File: src/rtl/nfs_pkg.sv
// nfs_pkg: register map, field layout and reset values of the front-end
// status and tuning register bank; shared by the bank and its result latch
package nfs_pkg;

  // register indices; byte address on the bus is four times the index
  localparam logic [7:0] IDX_STATUS  = 8'h24;
  localparam logic [7:0] IDX_RESULT  = 8'h25;
  localparam logic [7:0] IDX_TUNE_A  = 8'h26;
  localparam logic [7:0] IDX_TUNE_B  = 8'h27;
  localparam logic [7:0] IDX_DRIVER  = 8'h28;

  // status register field positions
  localparam int RATE_LSB      = 4;
  localparam int GUARD2_BIT    = 3;
  localparam int GPT_BIT       = 2;
  localparam int NORESP_BIT    = 1;
  localparam int MASKRX_BIT    = 0;

  // driver register field positions
  localparam int MOD_LSB       = 4;
  localparam int RES_LSB       = 0;

  // values after reset
  localparam logic [7:0] TUNE_RST   = 8'h80;
  localparam logic [3:0] MOD_RST    = 4'h7;
  localparam logic [3:0] RES_RST    = 4'h0;
  localparam logic [7:0] RESULT_RST = 8'h00;

  // driver resistance code that floats the output
  localparam logic [3:0] RES_HIGHZ  = 4'hF;

  // bus responses
  localparam logic [1:0] RESP_OKAY   = 2'h0;
  localparam logic [1:0] RESP_SLVERR = 2'h2;

endpackage

File: src/rtl/nfs_result_latch.sv
// nfs_result_latch: keeps the last completed converter result
// assumes done is a one-cycle pulse on ref_clk with data valid alongside
`timescale 1ns/1ps
`default_nettype none
module nfs_result_latch #(
  parameter int WIDTH = 8
) (
  // clock and reset
  input  wire logic             ref_clk,
  input  wire logic             reset_n,
  // converter side
  input  wire logic             convDone,
  input  wire logic [WIDTH-1:0] convData,
  // held value
  output logic      [WIDTH-1:0] result
);

  logic [WIDTH-1:0] result_q;
  logic [WIDTH-1:0] result_d;

  // replaced only on completion
  assign result_d = convDone ? convData : result_q;
  assign result   = result_q;

  always_ff @(posedge ref_clk) begin
    if (!reset_n) begin
      result_q <= WIDTH'(nfs_pkg::RESULT_RST);
    end else begin
      result_q <= result_d;
    end
  end

endmodule
`default_nettype wire

File: src/rtl/nfs_regs.sv
// nfs_regs: AXI4-Lite register bank with front-end status and tuning settings
// assumes status, timer and converter inputs come from logic on ref_clk
//
// Notes on behaviour
// - bits 5:4 of the status register show the detected incoming bit rate.
// - bit 3 of the status register is high while the second guard timer counts.
// - bit 2 of the status register is high while the general purpose timer runs.
// - bit 1 of the status register is high while the no-response timer runs.
// - bit 0 of the status register is high while the mask-receive timer runs.
// - the result register holds the last completed conversion until the next one.
// - the first tuning register is read-write, drives converter A, resets to 80h.
// - the second tuning register is read-write, drives converter B, resets to 80h.
// - driver bits 7:4 pick modulation depth 0 to 82 percent, resetting to 7 (15 percent).
// - driver bits 3:0 pick driver resistance, 0 lowest, 15 high impedance, reset 0.
`timescale 1ns/1ps
`default_nettype none
module nfs_regs #(
  parameter int ADDR_W = 12,
  parameter int DATA_W = 8
) (
  // clock and reset
  input  wire logic              ref_clk,
  input  wire logic              reset_n,
  // axi4-lite write address
  input  wire logic [ADDR_W-1:0] s_axi_awaddr,
  input  wire logic              s_axi_awvalid,
  output logic                   s_axi_awready,
  // axi4-lite write data
  input  wire logic [31:0]       s_axi_wdata,
  input  wire logic [3:0]        s_axi_wstrb,
  input  wire logic              s_axi_wvalid,
  output logic                   s_axi_wready,
  // axi4-lite write response
  output logic [1:0]             s_axi_bresp,
  output logic                   s_axi_bvalid,
  input  wire logic              s_axi_bready,
  // axi4-lite read address
  input  wire logic [ADDR_W-1:0] s_axi_araddr,
  input  wire logic              s_axi_arvalid,
  output logic                   s_axi_arready,
  // axi4-lite read data
  output logic [31:0]            s_axi_rdata,
  output logic [1:0]             s_axi_rresp,
  output logic                   s_axi_rvalid,
  input  wire logic              s_axi_rready,
  // status from receiver and timers
  input  wire logic [1:0]        detectedRate,
  input  wire logic              second_guard_timer_running,
  input  wire logic              gpTimerRunning,
  input  wire logic              noRespTimerRunning,
  input  wire logic              maskRxTimerRunning,
  // converter result
  input  wire logic              convDone,
  input  wire logic [DATA_W-1:0] convData,
  // tuning converter inputs
  output logic [DATA_W-1:0]      tuneLevelA,
  output logic [DATA_W-1:0]      tuneLevelB,
  // transmitter settings
  output logic [3:0]             modulation_depth_sel,
  output logic [6:0]             modDepthPercent,
  output logic [3:0]             rf_output_driver,
  output logic [12:0]            driverResHundredths,
  output logic                   driverHighZ
);

  // modulation depth in percent for each code
  function automatic logic [6:0] depthPercent(input logic [3:0] code);
    logic [6:0] pct;
    pct = 7'h00;
    case (code)
      4'h0:    pct = 7'd0;
      4'h1:    pct = 7'd8;
      4'h2:    pct = 7'd10;
      4'h3:    pct = 7'd11;
      4'h4:    pct = 7'd12;
      4'h5:    pct = 7'd13;
      4'h6:    pct = 7'd14;
      4'h7:    pct = 7'd15;
      4'h8:    pct = 7'd20;
      4'h9:    pct = 7'd25;
      4'hA:    pct = 7'd30;
      4'hB:    pct = 7'd40;
      4'hC:    pct = 7'd50;
      4'hD:    pct = 7'd60;
      4'hE:    pct = 7'd70;
      default: pct = 7'd82;
    endcase
    return pct;
  endfunction

  // normalized driver resistance in hundredths, zero when floating
  function automatic logic [12:0] resHundredths(input logic [3:0] code);
    logic [12:0] r;
    r = 13'h0000;
    case (code)
      4'h0:    r = 13'd100;
      4'h1:    r = 13'd119;
      4'h2:    r = 13'd140;
      4'h3:    r = 13'd161;
      4'h4:    r = 13'd179;
      4'h5:    r = 13'd202;
      4'h6:    r = 13'd249;
      4'h7:    r = 13'd294;
      4'h8:    r = 13'd341;
      4'h9:    r = 13'd406;
      4'hA:    r = 13'd595;
      4'hB:    r = 13'd826;
      4'hC:    r = 13'd1710;
      4'hD:    r = 13'd3660;
      4'hE:    r = 13'd5120;
      default: r = 13'd0;
    endcase
    return r;
  endfunction

  // register index from a byte address
  function automatic logic [ADDR_W-3:0] regIndex(input logic [ADDR_W-1:0] a);
    return a[ADDR_W-1:2];
  endfunction

  // write channel holding state
  logic              awHeld_q;
  logic [ADDR_W-1:0] awAddr_q;
  logic              wHeld_q;
  logic [7:0]        wByte_q;
  logic              wLane0_q;
  logic              bvalid_q;
  logic [1:0]        bresp_q;
  // read channel state
  logic              rvalid_q;
  logic [31:0]       rdata_q;
  logic [1:0]        rresp_q;
  // settings
  logic [DATA_W-1:0] tuneA_q;
  logic [DATA_W-1:0] tuneB_q;
  logic [3:0]        modSel_q;
  logic [3:0]        resSel_q;
  // decoded driver values, registered together with their codes
  logic [6:0]        modPct_q;
  logic [12:0]       resHund_q;
  logic              highZ_q;
  // held converter result
  logic [DATA_W-1:0] convResult;

  nfs_result_latch #(
    .WIDTH (DATA_W)
  ) u_result (
    .ref_clk  (ref_clk),
    .reset_n  (reset_n),
    .convDone (convDone),
    .convData (convData),
    .result   (convResult)
  );

  // handshake decode
  wire awTake  = s_axi_awvalid & s_axi_awready;
  wire wTake   = s_axi_wvalid & s_axi_wready;
  wire arTake  = s_axi_arvalid & s_axi_arready;
  wire doWrite = awHeld_q & wHeld_q & ~bvalid_q;

  // write address decode
  wire [ADDR_W-3:0] wIdx   = regIndex(awAddr_q);
  wire              wStat  = (wIdx == (ADDR_W-2)'(nfs_pkg::IDX_STATUS));
  wire              wRes   = (wIdx == (ADDR_W-2)'(nfs_pkg::IDX_RESULT));
  wire              wTuneA = (wIdx == (ADDR_W-2)'(nfs_pkg::IDX_TUNE_A));
  wire              wTuneB = (wIdx == (ADDR_W-2)'(nfs_pkg::IDX_TUNE_B));
  wire              wDrv   = (wIdx == (ADDR_W-2)'(nfs_pkg::IDX_DRIVER));
  wire              wHit   = wStat | wRes | wTuneA | wTuneB | wDrv;
  wire              wEn    = doWrite & wLane0_q;

  // read address decode
  wire [ADDR_W-3:0] rIdx   = regIndex(s_axi_araddr);
  wire              rStat  = (rIdx == (ADDR_W-2)'(nfs_pkg::IDX_STATUS));
  wire              rRes   = (rIdx == (ADDR_W-2)'(nfs_pkg::IDX_RESULT));
  wire              rTuneA = (rIdx == (ADDR_W-2)'(nfs_pkg::IDX_TUNE_A));
  wire              rTuneB = (rIdx == (ADDR_W-2)'(nfs_pkg::IDX_TUNE_B));
  wire              rDrv   = (rIdx == (ADDR_W-2)'(nfs_pkg::IDX_DRIVER));
  wire              rHit   = rStat | rRes | rTuneA | rTuneB | rDrv;

  // status word; bits 7:6 read as zero
  logic [7:0] statusWord;
  always_comb begin
    statusWord = 8'h00;
    statusWord[nfs_pkg::RATE_LSB +: 2]  = detectedRate;
    statusWord[nfs_pkg::GUARD2_BIT]     = second_guard_timer_running;
    statusWord[nfs_pkg::GPT_BIT]        = gpTimerRunning;
    statusWord[nfs_pkg::NORESP_BIT]     = noRespTimerRunning;
    statusWord[nfs_pkg::MASKRX_BIT]     = maskRxTimerRunning;
  end

  wire [7:0] driverWord = {modSel_q, resSel_q};

  // driver fields as they will be stored
  wire [3:0] modNext = wByte_q[nfs_pkg::MOD_LSB +: 4];
  wire [3:0] resNext = wByte_q[nfs_pkg::RES_LSB +: 4];

  wire [31:0] readMux =
    rStat  ? {24'h000000, statusWord} :
    rRes   ? {{(32-DATA_W){1'b0}}, convResult} :
    rTuneA ? {{(32-DATA_W){1'b0}}, tuneA_q} :
    rTuneB ? {{(32-DATA_W){1'b0}}, tuneB_q} :
    rDrv   ? {24'h000000, driverWord} :
             32'h00000000;

  // write channel: address and data in either order
  always_ff @(posedge ref_clk) begin
    if (!reset_n) begin
      awHeld_q <= 1'b0;
      awAddr_q <= '0;
    end else if (awTake) begin
      awHeld_q <= 1'b1;
      awAddr_q <= s_axi_awaddr;
    end else if (doWrite) begin
      awHeld_q <= 1'b0;
    end
  end

  always_ff @(posedge ref_clk) begin
    if (!reset_n) begin
      wHeld_q  <= 1'b0;
      wByte_q  <= 8'h00;
      wLane0_q <= 1'b0;
    end else if (wTake) begin
      wHeld_q  <= 1'b1;
      wByte_q  <= s_axi_wdata[7:0];
      wLane0_q <= s_axi_wstrb[0];
    end else if (doWrite) begin
      wHeld_q  <= 1'b0;
    end
  end

  // response follows both halves
  always_ff @(posedge ref_clk) begin
    if (!reset_n) begin
      bvalid_q <= 1'b0;
      bresp_q  <= nfs_pkg::RESP_OKAY;
    end else if (doWrite) begin
      bvalid_q <= 1'b1;
      bresp_q  <= wHit ? nfs_pkg::RESP_OKAY : nfs_pkg::RESP_SLVERR;
    end else if (s_axi_bready) begin
      bvalid_q <= 1'b0;
    end
  end

  // read-write settings; status and result have no write path
  always_ff @(posedge ref_clk) begin
    if (!reset_n) begin
      tuneA_q <= DATA_W'(nfs_pkg::TUNE_RST);
    end else if (wEn && wTuneA) begin
      tuneA_q <= DATA_W'(wByte_q);
    end
  end

  always_ff @(posedge ref_clk) begin
    if (!reset_n) begin
      tuneB_q <= DATA_W'(nfs_pkg::TUNE_RST);
    end else if (wEn && wTuneB) begin
      tuneB_q <= DATA_W'(wByte_q);
    end
  end

  always_ff @(posedge ref_clk) begin
    if (!reset_n) begin
      modSel_q  <= nfs_pkg::MOD_RST;
      resSel_q  <= nfs_pkg::RES_RST;
      modPct_q  <= depthPercent(nfs_pkg::MOD_RST);
      resHund_q <= resHundredths(nfs_pkg::RES_RST);
      highZ_q   <= (nfs_pkg::RES_RST == nfs_pkg::RES_HIGHZ);
    end else if (wEn && wDrv) begin
      modSel_q  <= modNext;
      resSel_q  <= resNext;
      modPct_q  <= depthPercent(modNext);
      resHund_q <= resHundredths(resNext);
      highZ_q   <= (resNext == nfs_pkg::RES_HIGHZ);
    end
  end

  // read channel: one outstanding read
  always_ff @(posedge ref_clk) begin
    if (!reset_n) begin
      rvalid_q <= 1'b0;
      rdata_q  <= 32'h00000000;
      rresp_q  <= nfs_pkg::RESP_OKAY;
    end else if (arTake) begin
      rvalid_q <= 1'b1;
      rdata_q  <= readMux;
      rresp_q  <= rHit ? nfs_pkg::RESP_OKAY : nfs_pkg::RESP_SLVERR;
    end else if (s_axi_rready) begin
      rvalid_q <= 1'b0;
    end
  end

  // bus outputs
  assign s_axi_awready = ~awHeld_q;
  assign s_axi_wready  = ~wHeld_q;
  assign s_axi_bvalid  = bvalid_q;
  assign s_axi_bresp   = bresp_q;
  assign s_axi_arready = ~rvalid_q;
  assign s_axi_rvalid  = rvalid_q;
  assign s_axi_rdata   = rdata_q;
  assign s_axi_rresp   = rresp_q;

  // setting outputs
  assign tuneLevelA           = tuneA_q;
  assign tuneLevelB           = tuneB_q;
  assign modulation_depth_sel = modSel_q;
  assign modDepthPercent      = modPct_q;
  assign rf_output_driver     = resSel_q;
  assign driverResHundredths  = resHund_q;
  assign driverHighZ          = highZ_q;

endmodule
`default_nettype wire

File: config.mk
export PLATFORM = sky130hd
export DESIGN_NAME = nfs_regs
export DESIGN_NICKNAME = d
export VERILOG_FILES = /design/src/rtl/nfs_pkg.sv /design/src/rtl/nfs_result_latch.sv /design/src/rtl/nfs_regs.sv
export SDC_FILE = /design/constraint.sdc
export NUM_CORES = 1
export LEC_CHECK = 0
export BUFFER_PORTS_ARGS = -buffer_cell sky130_fd_sc_hd__buf_2
export CORE_MARGIN = 10
export CORE_UTILIZATION = 25
export CTS_CLUSTER_SIZE = 28
export DETAILED_ROUTE_END_ITERATION = 6
export SETUP_SLACK_MARGIN = 0.5
export SYNTH_ARGS = -nofsm -noshare
export SYNTH_HDL_FRONTEND = slang
export SYNTH_SLANG_ARGS = --single-unit
File: constraint.sdc
create_clock -name ref_clk -period 2.4 [get_ports ref_clk]
set_input_delay 0.6 -clock ref_clk [delete_from_list [all_inputs] [get_ports ref_clk]]
set_output_delay 0.6 -clock ref_clk [all_outputs]
set_load 0.05 [all_outputs]
# Word-level counts from Yosys, hierarchy flattened
# Memories as Yosys holds them, arrays and structs flattened. A register that Yosys moved wholly into a read port is not among the register bits.
# Cells that the tools add are included.
op_classes:
  bitwise: 18
  magnitude_cmp: 0
  n_shift: 0
  n_eq_ne: 11
  n_mul: 0
  div: 0
  mux: 14
  add_sub_neg: 0
  reduce_logical: 9
ops:
  columns: ["op", "n"]
  rows:
  - ["$eq 10x6->1 const B", 10]
  - ["$mux 8", 5]
  - ["$or 1x1->1", 8]
  - ["$reduce_bool 2->1", 4]
  - ["$mux 1", 7]
  - ["$and 1x1->1", 6]
  - ["$eq 4x4->1 const B", 1]
  - ["$mux 2", 2]
  - ["$not 1->1", 4]
  - ["$logic_and 1x1->1", 3]
  - ["$logic_not 1->1", 2]
totals:
  mem_bits_rw: 0
  latch_bits: 0
  elab_cells: 70
  ff_bits: 94
  input_bits: 82
  romBits: 320
  memories: 2
memory_table:
  columns: ["memory", "words", "word_bits", "read_ports", "rd_ports_with_merged_regs", "write_ports", "line_no", "rtl"]
  rows:
  - ["(no name shown)", 16, 13, 1, 1, 0, "nfs_regs.sv:95", "case (code)"]
  - ["(no name shown)", 16, 7, 1, 1, 0, "nfs_regs.sv:70", "case (code)"]

# Depth between registers and ports, before layout
# Gate-level depths: netlist of run 1.
logic_depth:
  depth_word: 6
  depth_mapped: 6
  depth_no_buf: 6

# By module
# From an unflattened synthesis of run 1, not the netlist that was laid out.
unflattened:
  cells_unflattened: 501
  hier_area_um2: 4295.4
by_module_without_submodules:
  columns: ["mod", "seq_area_each_um2", "n_inst", "cells_each", "area_each_um2"]
  rows:
  - ["nfs_regs", 1561.5, 1, 476, 3993.8]
  - ["nfs_result_latch", 160.2, 1, 25, 301.5]

# Worst setup path after synthesis of run 1
# OpenSTA, ideal clock, no wires.
synth_timing:
  path_type: "in2reg"
  startpoint: "in s_axi_araddr[5]"
  endpoint: "reg rdata_q[0], in the netlist s_axi_rdata[0]"
  setup_time_ps: 122
  arrival_ps: 1632
  setup_slack_ps: 647
  path_stages: 5
  cell_sequence: "nor4b_4 > and2b_1 > buf_6 > a221oi_1 > a221o_1"
synth_between:
  elab_chain_len: 6
  elab_cells_between_ends: 10
  cone_classes: "eq/ne (5); mux (5)"
synth_rtl:
  columns: ["item", "line_no", "rtl"]
  rows:
  - ["from (decl)", "nfs_regs.sv:38", "input wire logic [ADDR_W-1:0] s_axi_araddr,"]
  - ["$eq 10x6->1", "nfs_regs.sv:177", "wire rDrv = (rIdx == (ADDR_W-2)'(nfs_pkg::IDX_DRIVER));"]
  - ["$mux 8", "nfs_regs.sv:202", "rDrv ? {24'h000000, driverWord} :"]
  - ["$mux 8", "nfs_regs.sv:201", "rTuneB ? {{(32-DATA_W){1'b0}}, tuneB_q} :"]
  - ["$mux 8", "nfs_regs.sv:200", "rTuneA ? {{(32-DATA_W){1'b0}}, tuneA_q} :"]
  - ["$mux 8", "nfs_regs.sv:199", "rRes ? {{(32-DATA_W){1'b0}}, convResult} :"]
  - ["$mux 8 (*)", "nfs_regs.sv:198", "rStat ? {24'h000000, statusWord} :"]
  - ["to (signal assigned)", "nfs_regs.sv:286", "rdata_q <= readMux;"]
  - ["to (decl)", "nfs_regs.sv:131", "logic [31:0] rdata_q;"]
# Mark *: on every way between the ends. The rest lies on a longest branch, timed or not.
# A chain may end at the register's enable or synchronous reset.

# Worst setup path in the final report of run 1
layout_timing:
  startpoint: "reg awAddr_q[2]"
  endpoint: "reg resHund_q[8], in the netlist driverResHundredths[8]"
layout_between:
  elab_chain_len: 2
layout_rtl:
  columns: ["item", "line_no", "rtl"]
  rows:
  - ["from (decl)", "nfs_regs.sv:123", "logic [ADDR_W-1:0] awAddr_q;"]
  - ["from (signal assigned)", "nfs_regs.sv:212", "awAddr_q <= s_axi_awaddr;"]
  - ["$eq 10x6->1", "nfs_regs.sv:167", "wire wDrv = (wIdx == (ADDR_W-2)'(nfs_pkg::IDX_DRIVER));"]
  - ["$logic_and 1x1->1", "nfs_regs.sv:269", "end else if (wEn && wDrv) begin"]
  - ["to (decl)", "nfs_regs.sv:140", "logic [12:0] resHund_q;"]
# Every way passes these cells.

==> key figures, run 1 <==
Timing
  • Final Hold Fails: 0
  • Worst setup margin: ~0.64 ns
  • Slew Viols, Final: 0
  • Max Clock Skew: ~0.0076 ns
  • Slew headroom: 56.03%
  • Setup TNS: 0 ns
  • Fin crit share: approximately 73%
  • Fin crit period: ~1.8 ns
  • Tightest Pin Transition: 0.6583 ns
  • Max Fclk: about 570 MHz
  • RSZ-0062 raised after global routing: false
  • Final setup vio count: 0

Clock network
  • Post CTS Setup Buffer Count: 0
  • Number of clock sinks: 86
  • Reg clk slew, reported paths: around 0.06 ns
  • Clock buffer depth: 2
  • Num CTS Buffers: 9
  • Post-CTS Resized: 0
  • CTS tree: built
  • Hold-fix buffers, CTS: 0
  • Root Driver: clkbuf_16
  • Worst skew pair latency: between 0.3 and 0.4 ns
  • H-tree depth: 3

Floorplan
  • Die height: 149.1 um
  • DIE AREA: 22,220 um^2
  • Initial Util: between 20 and 30%
  • Io pins: approximately 170
  • Die Wd: approximately 150 um
  • Core outline area: about 16,000 um^2
  • # rows: 47

Layout
  • Antenna cells: 0
  • # fillers: around 1,800
  • Share of cells above drive strength 1: between 20% and 30%
  • Layout area overhead: 22.84%
  • Nets: ~680

Yosys
  • Register area share after synthesis: about 41%
  • Synth top area share: roughly two fifths
  • Most common cell in the synthesized netlist: nand2_1
  • Cell variety after synth: 45
  • Post-synth EDFFs: 0
  • Synthesis Warnings: 0
  • Synth area leader: dfxtp_1
  • Async S/R FF share, synth: 0%
  • Synthesized area: roughly 4200 um^2
  • Top cells by count, synth: 100 x nand2_1, 86 x dfxtp_1, 39 x a21oi_1, 34 x nor2_1, 27 x mux2i_1
  • Synth Register Bits: 86
  • Avg Cell Area, Syn: 8.730 um^2
  • Top post-synthesis cells by area: dfxtp_1 41%, nand2_1 9.0%, mux2i_1 6.5%
  • Synth Instances: between 400 and 500
  • Predominant post-synthesis flop cell: dfxtp_1

Route
  • Drt first pass iters: 4
  • First DRT Iteration DRCs: 180
  • Total detailed-routing wirelength: approximately 13,000 um
  • DR WL/cell: between 15 and 20 um
  • # DRC: 0
  • Post-route ant nets: 0
  • Vias/cell: 4.423
  • Vias: 3,565

Worst hold path
  • Hold EP: s_axi_rvalid
  • Worst Hold Launch: s_axi_rready
  • Class of the worst hold path: primary input to flop
  • Hold path cells: 2

Place
  • Detailed placement HPWL: a little under 10,000 um
  • Final GP Congestion: approximately 0.78
  • Setup Slack @ Placement: 0.3833 ns
  • Port-buffer cells: 110

Power
  • Design Power: approximately 3.2 mW
  • Power Density: approximately 630 nW/um^2
  • Maximum vdd drop: between 300 and 400 uV
  • Leak Pwr: 2.328 nW

Job
  • MaxCap Viol Count: 0

Worst setup path
  • CP Data Required Time: around 2.6 ns
  • Crit Path Max Fanout: 28
  • CP Buf/Inv Count: 1
  • Reg2reg start: awAddr_q[2]
  • Critical Path Start: awAddr_q[2]
  • Worst R2R End: driverResHundredths[8]
  • CP Launch Type: flop
  • Crit path cell chain: nor4b_2, and4_1, buf_4, o311ai_0, o211a_1
  • Reg2reg setup slack: 0.64 ns
  • Setup crit end kind: flop
  • Crit-path slowest cell: nor4b_2
  • Cell count of the worst reg-to-reg path: 5
  • Crit-path leading delay family: simple AND/OR/NAND/NOR gates
  • Max stage delay on crit path: slightly below 0.4 ns
  • Critical Path AT: around 2 ns
  • Crit path kind: flop to flop

Global route
  • Vias in the first global route: approximately 3,500
  • Largest net degree at the start of global routing: between 50 and 60
  • Grt total ovfl: 0
  • Tot GR Track Use: ~11%
  • First-pass GRT wire length: 19,770 um
  • Initial antenna violation count: 0

Outcome
  • Status: complete, no violations
-- stage by stage --
step	cell area [um^2]	util [%]	hold WS (ns)	instances
6_report	5115	31.06	0.4310	806
3_3_place_gp	4840	29.39	0.4375	791
3_5_place_dp	4840	29.39	0.4474	791
2_1_floorplan	4258	-	0.4314	502
5_1_grt	5115	31.06	0.4288	806
4_1_cts	5115	31.06	0.4140	806
-- cell usage in the layout, fill, tap and decap left out, types with 3 or more instances in the layout --
cell type | Yosys | layout
a221oi_1 | 7 | 7
a221o_1 | 6 | 6
a211oi_1 | 6 | 6
ha_1 | 12 | 12
mux2i_1 | 27 | 27
o211ai_1 | 13 | 13
nor2_1 | 34 | 34
dfxtp_1 | 86 | 86
buf_4 | 26 | 14
o211a_1 | 3 | 3
nor2b_1 | 5 | 5
nand3_1 | 12 | 12
nor4b_4 | 3 | 3
mux4_2 | 4 | 4
nand2_1 | 100 | 100
nand4_1 | 6 | 6
a21oi_1 | 39 | 39
clkinv_2 | 0 | 3
a21o_1 | 6 | 6
buf_2 | 12 | 110
o21ai_0 | 13 | 13
inv_1 | 13 | 13
conb_1 | 1 | 26
nor4b_2 | 3 | 3
clkbuf_16 | 0 | 9
-- flip-flops by register name, summed over array words and instances (netlist names) --
signal and cells:
tuneLevelA 8, modulation_depth_sel 4, s_axi_rdata 8, driverResHundredths 13, s_axi_bresp 1, modDepthPercent 7
awAddr_q 10, wLane0_q 1, wHeld_q 1, rf_output_driver 4, s_axi_rresp 1, driverHighZ 1
s_axi_rvalid 1, u_result.result 8, s_axi_bvalid 1, tuneLevelB 8, awHeld_q 1, wByte_q 8
-- cell families after synthesis --
| kind of cell | synth area share [%] |
|---|---|
| AO/OA/AOI/OAI | 15.81 |
| XOR/XNOR | 0.4207 |
| adder cells (fa/ha/maj) | 3.606 |
| buffers and inverters | 9.645 |
| flip-flops | 41.35 |
| multiplexers | 8.654 |
| other | 0.09006 |
| AND/OR/NAND/NOR | 20.43 |
-- cell type report --
| cell class | instances | area (um^2) | area share (%) |
|---|---|---|---|
| flip-flops and latches | 86 | 1722 | 33.66 |
| clock buffers | 11 | 252.7 | 4.941 |
| repair buffers | 124 | 655.6 | 12.82 |
| multi-input cells | 347 | 2135 | 41.73 |
| well taps | 220 | 275.3 | 5.382 |
| clock inverters | 4 | 22.52 | 0.4403 |
| inverters | 14 | 52.55 | 1.027 |
-- metal layers --
metal  global-route usage, %  share of wire (%)
met3                   4.945                8.6
met4                   3.091                1.0
met1                   14.22                 46
met5                       0                  0
met2                   17.04                 44
-- worst max path at each step --
stage / slack (ns) / endpoint / cells past startpoint
final: 0.64 / driverResHundredths[8] / 5
after floorplan: 0.65 / s_axi_rdata[0] / 5
after detailed placement: 0.38 / s_axi_rdata[5] / 5
after global placement: 0.41 / s_axi_rdata[1] / 5
after global routing: 0.50 / driverResHundredths[8] / 5
after CTS: 0.62 / driverResHundredths[8] / 5
-- power breakdown --
part	internal [mW]	switching, mW
clock	0.747	0.576
combinational	0.117	0.284
sequential	1.46	0.0329
total	2.33	0.892
Power figures use the tool's default switching activity.
==> run 2: changes to the inputs <==
Settings changed: ABC_AREA set to 1.
Clock period 2.4 ns to 1.43 ns, I/O delays scaled along.
==> key figures, run 2 <==
Outcome
  • Status: finished, violations left
  • Failing checks: negative setup slack

Timing
  • Fin Hold WS: 0.2286 ns (-0.2025 ns)
  • Slew Viols, Final: 0 (unchanged)
  • Fin crit share: 101.0% (+28 points)
  • Final Hold Fails: 0 (unchanged)
  • Max Clock Skew: 0.007240 ns (-0.0003343 ns)
  • Max Fclk: 692.6 MHz (+22%)
  • Final setup vio count: 4 (+4)
  • Fin crit period: 1.444 ns (-0.3116 ns)
  • Worst setup margin: -0.01385 ns (-0.6584 ns)
  • RSZ-0062 raised after global routing: true
  • Setup TNS: -0.02557 ns (-0.02557 ns)

Global route
  • Largest net degree at the start of global routing: 37 (-29%)
  • Vias in the first global route: 4,515 (+28%)
  • Initial antenna violation count: 0 (unchanged)
  • First-pass GRT wire length: 23,490 um (+19%)
  • Grt total ovfl: 0 (unchanged)
  • Tot GR Track Use: 13.02% (+1.8 points)

Layout
  • Layout area overhead: 75.78%
  • Post-route cell area: 7566 um^2 (+48%)
  • Max reg flops: 13 (unchanged)
  • Nets: 893 (+32%)
  • Most frequent cells in the layout: 84 x buf_4, 77 x nand2_1, 62 x buf_8
  • Antenna cells: 0 (unchanged)
  • Commonest non-fill, non-tap cell in the layout: buf_4
  • Share of cells above drive strength 1: 53.48% (+28 points)

Power
  • Clk pwr share: 39.7% (-1.4 points)
  • Combinational power share: 18.7% (+6.2 points)
  • Switching share of power: 28.78% (+1.1 points)
  • Maximum vdd drop: 592.1 uV (+64%)
  • Leak Pwr: 3.286 nW (+41%)
  • Cell-internal power: 4.267 mW (+83%)
  • Reg power frac: 41.6% (-4.9 points)
  • Power Density: 792.0 nW/um^2 (+26%)
  • Net Sw Power: 1.725 mW (+93%)
  • Design Power: 5.992 mW (+86%)

Route
  • Drt first pass iters: 4 (unchanged)
  • First DRT Iteration DRCs: 188 (+4.4%)
  • DR WL/cell: 15.10 um (-3.6%)
  • Post-route ant nets: 0 (unchanged)
  • Vias/cell: 4.473 (+1.1%)
  • Total detailed-routing wirelength: 15,460 um (+22%)
  • # DRC: 0 (unchanged)
  • Vias: 4,580 (+28%)

Floorplan
  • Initial Util: 25.77% (+0.48 points)
  • Die height: 151.2 um (+1.4%)
  • Core outline area: 16,700 um^2 (+1.4%)
  • DIE AREA: 22,860 um^2 (+2.9%)
  • # rows: 47 (unchanged)
  • Die Wd: 151.2 um (+1.4%)
  • Io pins: 168 (unchanged)

Yosys
  • Main combinational cell family by area after synthesis: simple AND/OR/NAND/NOR gates
  • Post-Synth XOR/XNOR Area: 0% (-0.42 points)
  • Predominant post-synthesis flop cell: dfxtp_1
  • Synth area leader: dfxtp_1
  • Register area share after synthesis: 40.00% (-1.3 points)
  • Most common cell in the synthesized netlist: nand2_1
  • Cell variety after synth: 37 (-18%)
  • Synth top area share: 40.00% (-1.3 points)
  • Synthesized area: 4304 um^2 (+3.4%)
  • Synth Register Bits: 86 (unchanged)
  • Top post-synthesis cells by area: dfxtp_1 40%, nand2_1 8.8%, a21oi_1 7.2%
  • Mux cell area share after synthesis: 0% (-8.7 points)
  • Synth Area in Compound Gates: 18.28% (+2.5 points)
  • Post-synth EDFFs: 0 (unchanged)
  • Async S/R FF share, synth: 0% (unchanged)
  • Synth Instances: 579 (+21%)
  • Synth Area in Adders: 3.488% (-0.12 points)
  • Top cells by count, synth: 101 x nand2_1, 86 x dfxtp_1, 75 x nor2_1, 62 x a21oi_1, 53 x o21ai_0
  • Synthesis Warnings: 0 (unchanged)
  • Post-Synth Simple-Gate Area: 25.67% (+5.2 points)
  • Avg Cell Area, Syn: 7.434 um^2 (-15%)

Clock network
  • Num CTS Buffers: 9 (unchanged)
  • Root Driver: clkbuf_16
  • Worst skew pair latency: 0.35 ns (about the same)
  • H-tree depth: 3 (unchanged)
  • Hold-fix buffers, CTS: 0 (unchanged)
  • CTS tree: built
  • Clock buffer depth: 2 (unchanged)
  • Reg clk slew, reported paths: 0.06 ns (about the same)
  • Number of clock sinks: 86 (unchanged)

Worst hold path
  • Class of the worst hold path: primary input to flop
  • Worst Hold Launch: s_axi_awaddr[11]

Place
  • Final GP Congestion: 0.8547 (+9.9%)
  • Total placed instance area: 5547 um^2 (+15%)
  • Detailed placement HPWL: 10,830 um (+11%)
  • Setup Slack @ Placement: -0.1602 ns (-0.5435 ns)
  • Port-buffer cells: 110 (unchanged)

Worst setup path
  • Critical Path Start: awAddr_q[9]
  • Crit path kind: flop to flop
  • Crit Path Max Fanout: 4 (-86%)
  • Setup crit end kind: flop
  • Worst R2R End: modDepthPercent[4]
  • CP Launch Type: flop
  • Reg2reg start: awAddr_q[9]
  • Cell count of the worst reg-to-reg path: 9 (+4)
  • Critical Path AT: 1.72 ns (-0.28 ns)
  • Reg2reg setup slack: -0.01 ns (-0.66 ns)
  • CP Data Required Time: 1.71 ns (-0.93 ns)
  • Critical Path Sink: modDepthPercent[4]

Job
  • MaxCap Viol Count: 0 (unchanged)
==> run 2: cell types whose count changed after synthesis, moves of 7 or more <==
| cell | before | now |
|---|---|---|
| a221oi_1 | 7 | 0 |
| nor2_1 | 34 | 75 |
| mux2i_1 | 27 | 0 |
| nand3_1 | 12 | 26 |
| a21oi_1 | 39 | 62 |
| inv_1 | 13 | 48 |
| nand4_1 | 6 | 16 |
| o21ai_0 | 13 | 53 |
| buf_2 | 12 | 3 |
==> run 2: layer usage <==
| layer | track usage (%) | vias to the layer above | share of wire, % |
|---|---|---|---|
| met1 | 15.90 | 2098 | 43 |
| met2 | 20.69 | 139 | 47 |
| met3 | 5.131 | 18 | 8.9 |
| li1 | - | 2325 | - |
| met5 | 0 | - | 0 |
| met4 | 3.754 | 0 | 1.7 |
==> run 2: how the worst min path moves through the flow <==
stage	endpoint	slack, ns	depth (start not counted)
after floorplan	awAddr_q[7]	0.44	2
after global placement	driverResHundredths[2]	0.44	2
after detailed placement	driverResHundredths[5]	0.45	2
after CTS	awAddr_q[11]	0.22	3
after global routing	awAddr_q[11]	0.24	3
final	awAddr_q[11]	0.23	3
==> run 2: layout make-up <==
class,instances,area [um^2]
Fill cell,1627,9135
Multi-Input combinational cell,420,2557
Timing Repair Buffer,228,2307
Sequential cell,86,1849
Clock buffer,14,294.0
Tap cell,220,275.3
Inverter,54,271.5
Clock inverter,2,11.26
==> run 2: kinds of logic after synthesis <==
logic type / Yosys count
buf+inv: 100
flops: 86
simple gates: 237
fa+ha+maj: 12
compound gates: 143
other cells: 1
==> run 2: what timing repair did <==
item | 4_1_cts | 5_1_grt
buffers inserted | 40 | 16
cloned | 4 | 1
resized for setup | 287 | 89
pin swaps | 23 | 28
endpoints found under the setup margin | 136 | 138
==> run 2: stage by stage <==
step                      util (%)  cells
after floorplan                  -    604
after global placement       33.21    947
after detailed placement     33.21    947
after CTS                    42.73   1007
after global routing         45.30   1024
final                        45.30   1024
==> run 2: power by group through the flow <==
stage | Combinational, mW | Sequential [mW] | Clock (mW)
4_1_cts | 1.03 | 2.49 | 2.44
5_1_grt | 1.22 | 2.50 | 2.54
3_5_place_dp | 0.882 | 2.56 | 0
3_3_place_gp | 0.877 | 2.56 | 0
6_report | 1.12 | 2.49 | 2.38
2_1_floorplan | 0.595 | 2.59 | 0
==> run 2: worst max-delay path, stage by stage, from the launching register on <==
cell and delay, ns:
dfxtp_2 0.34, buf_6 0.12, nor2_4 0.11, nand3_4 0.11, nor2_2 0.14, nand2_2 0.08, nor2_4 0.12, buf_6 0.13
o211ai_1 0.09, a21oi_1 0.13
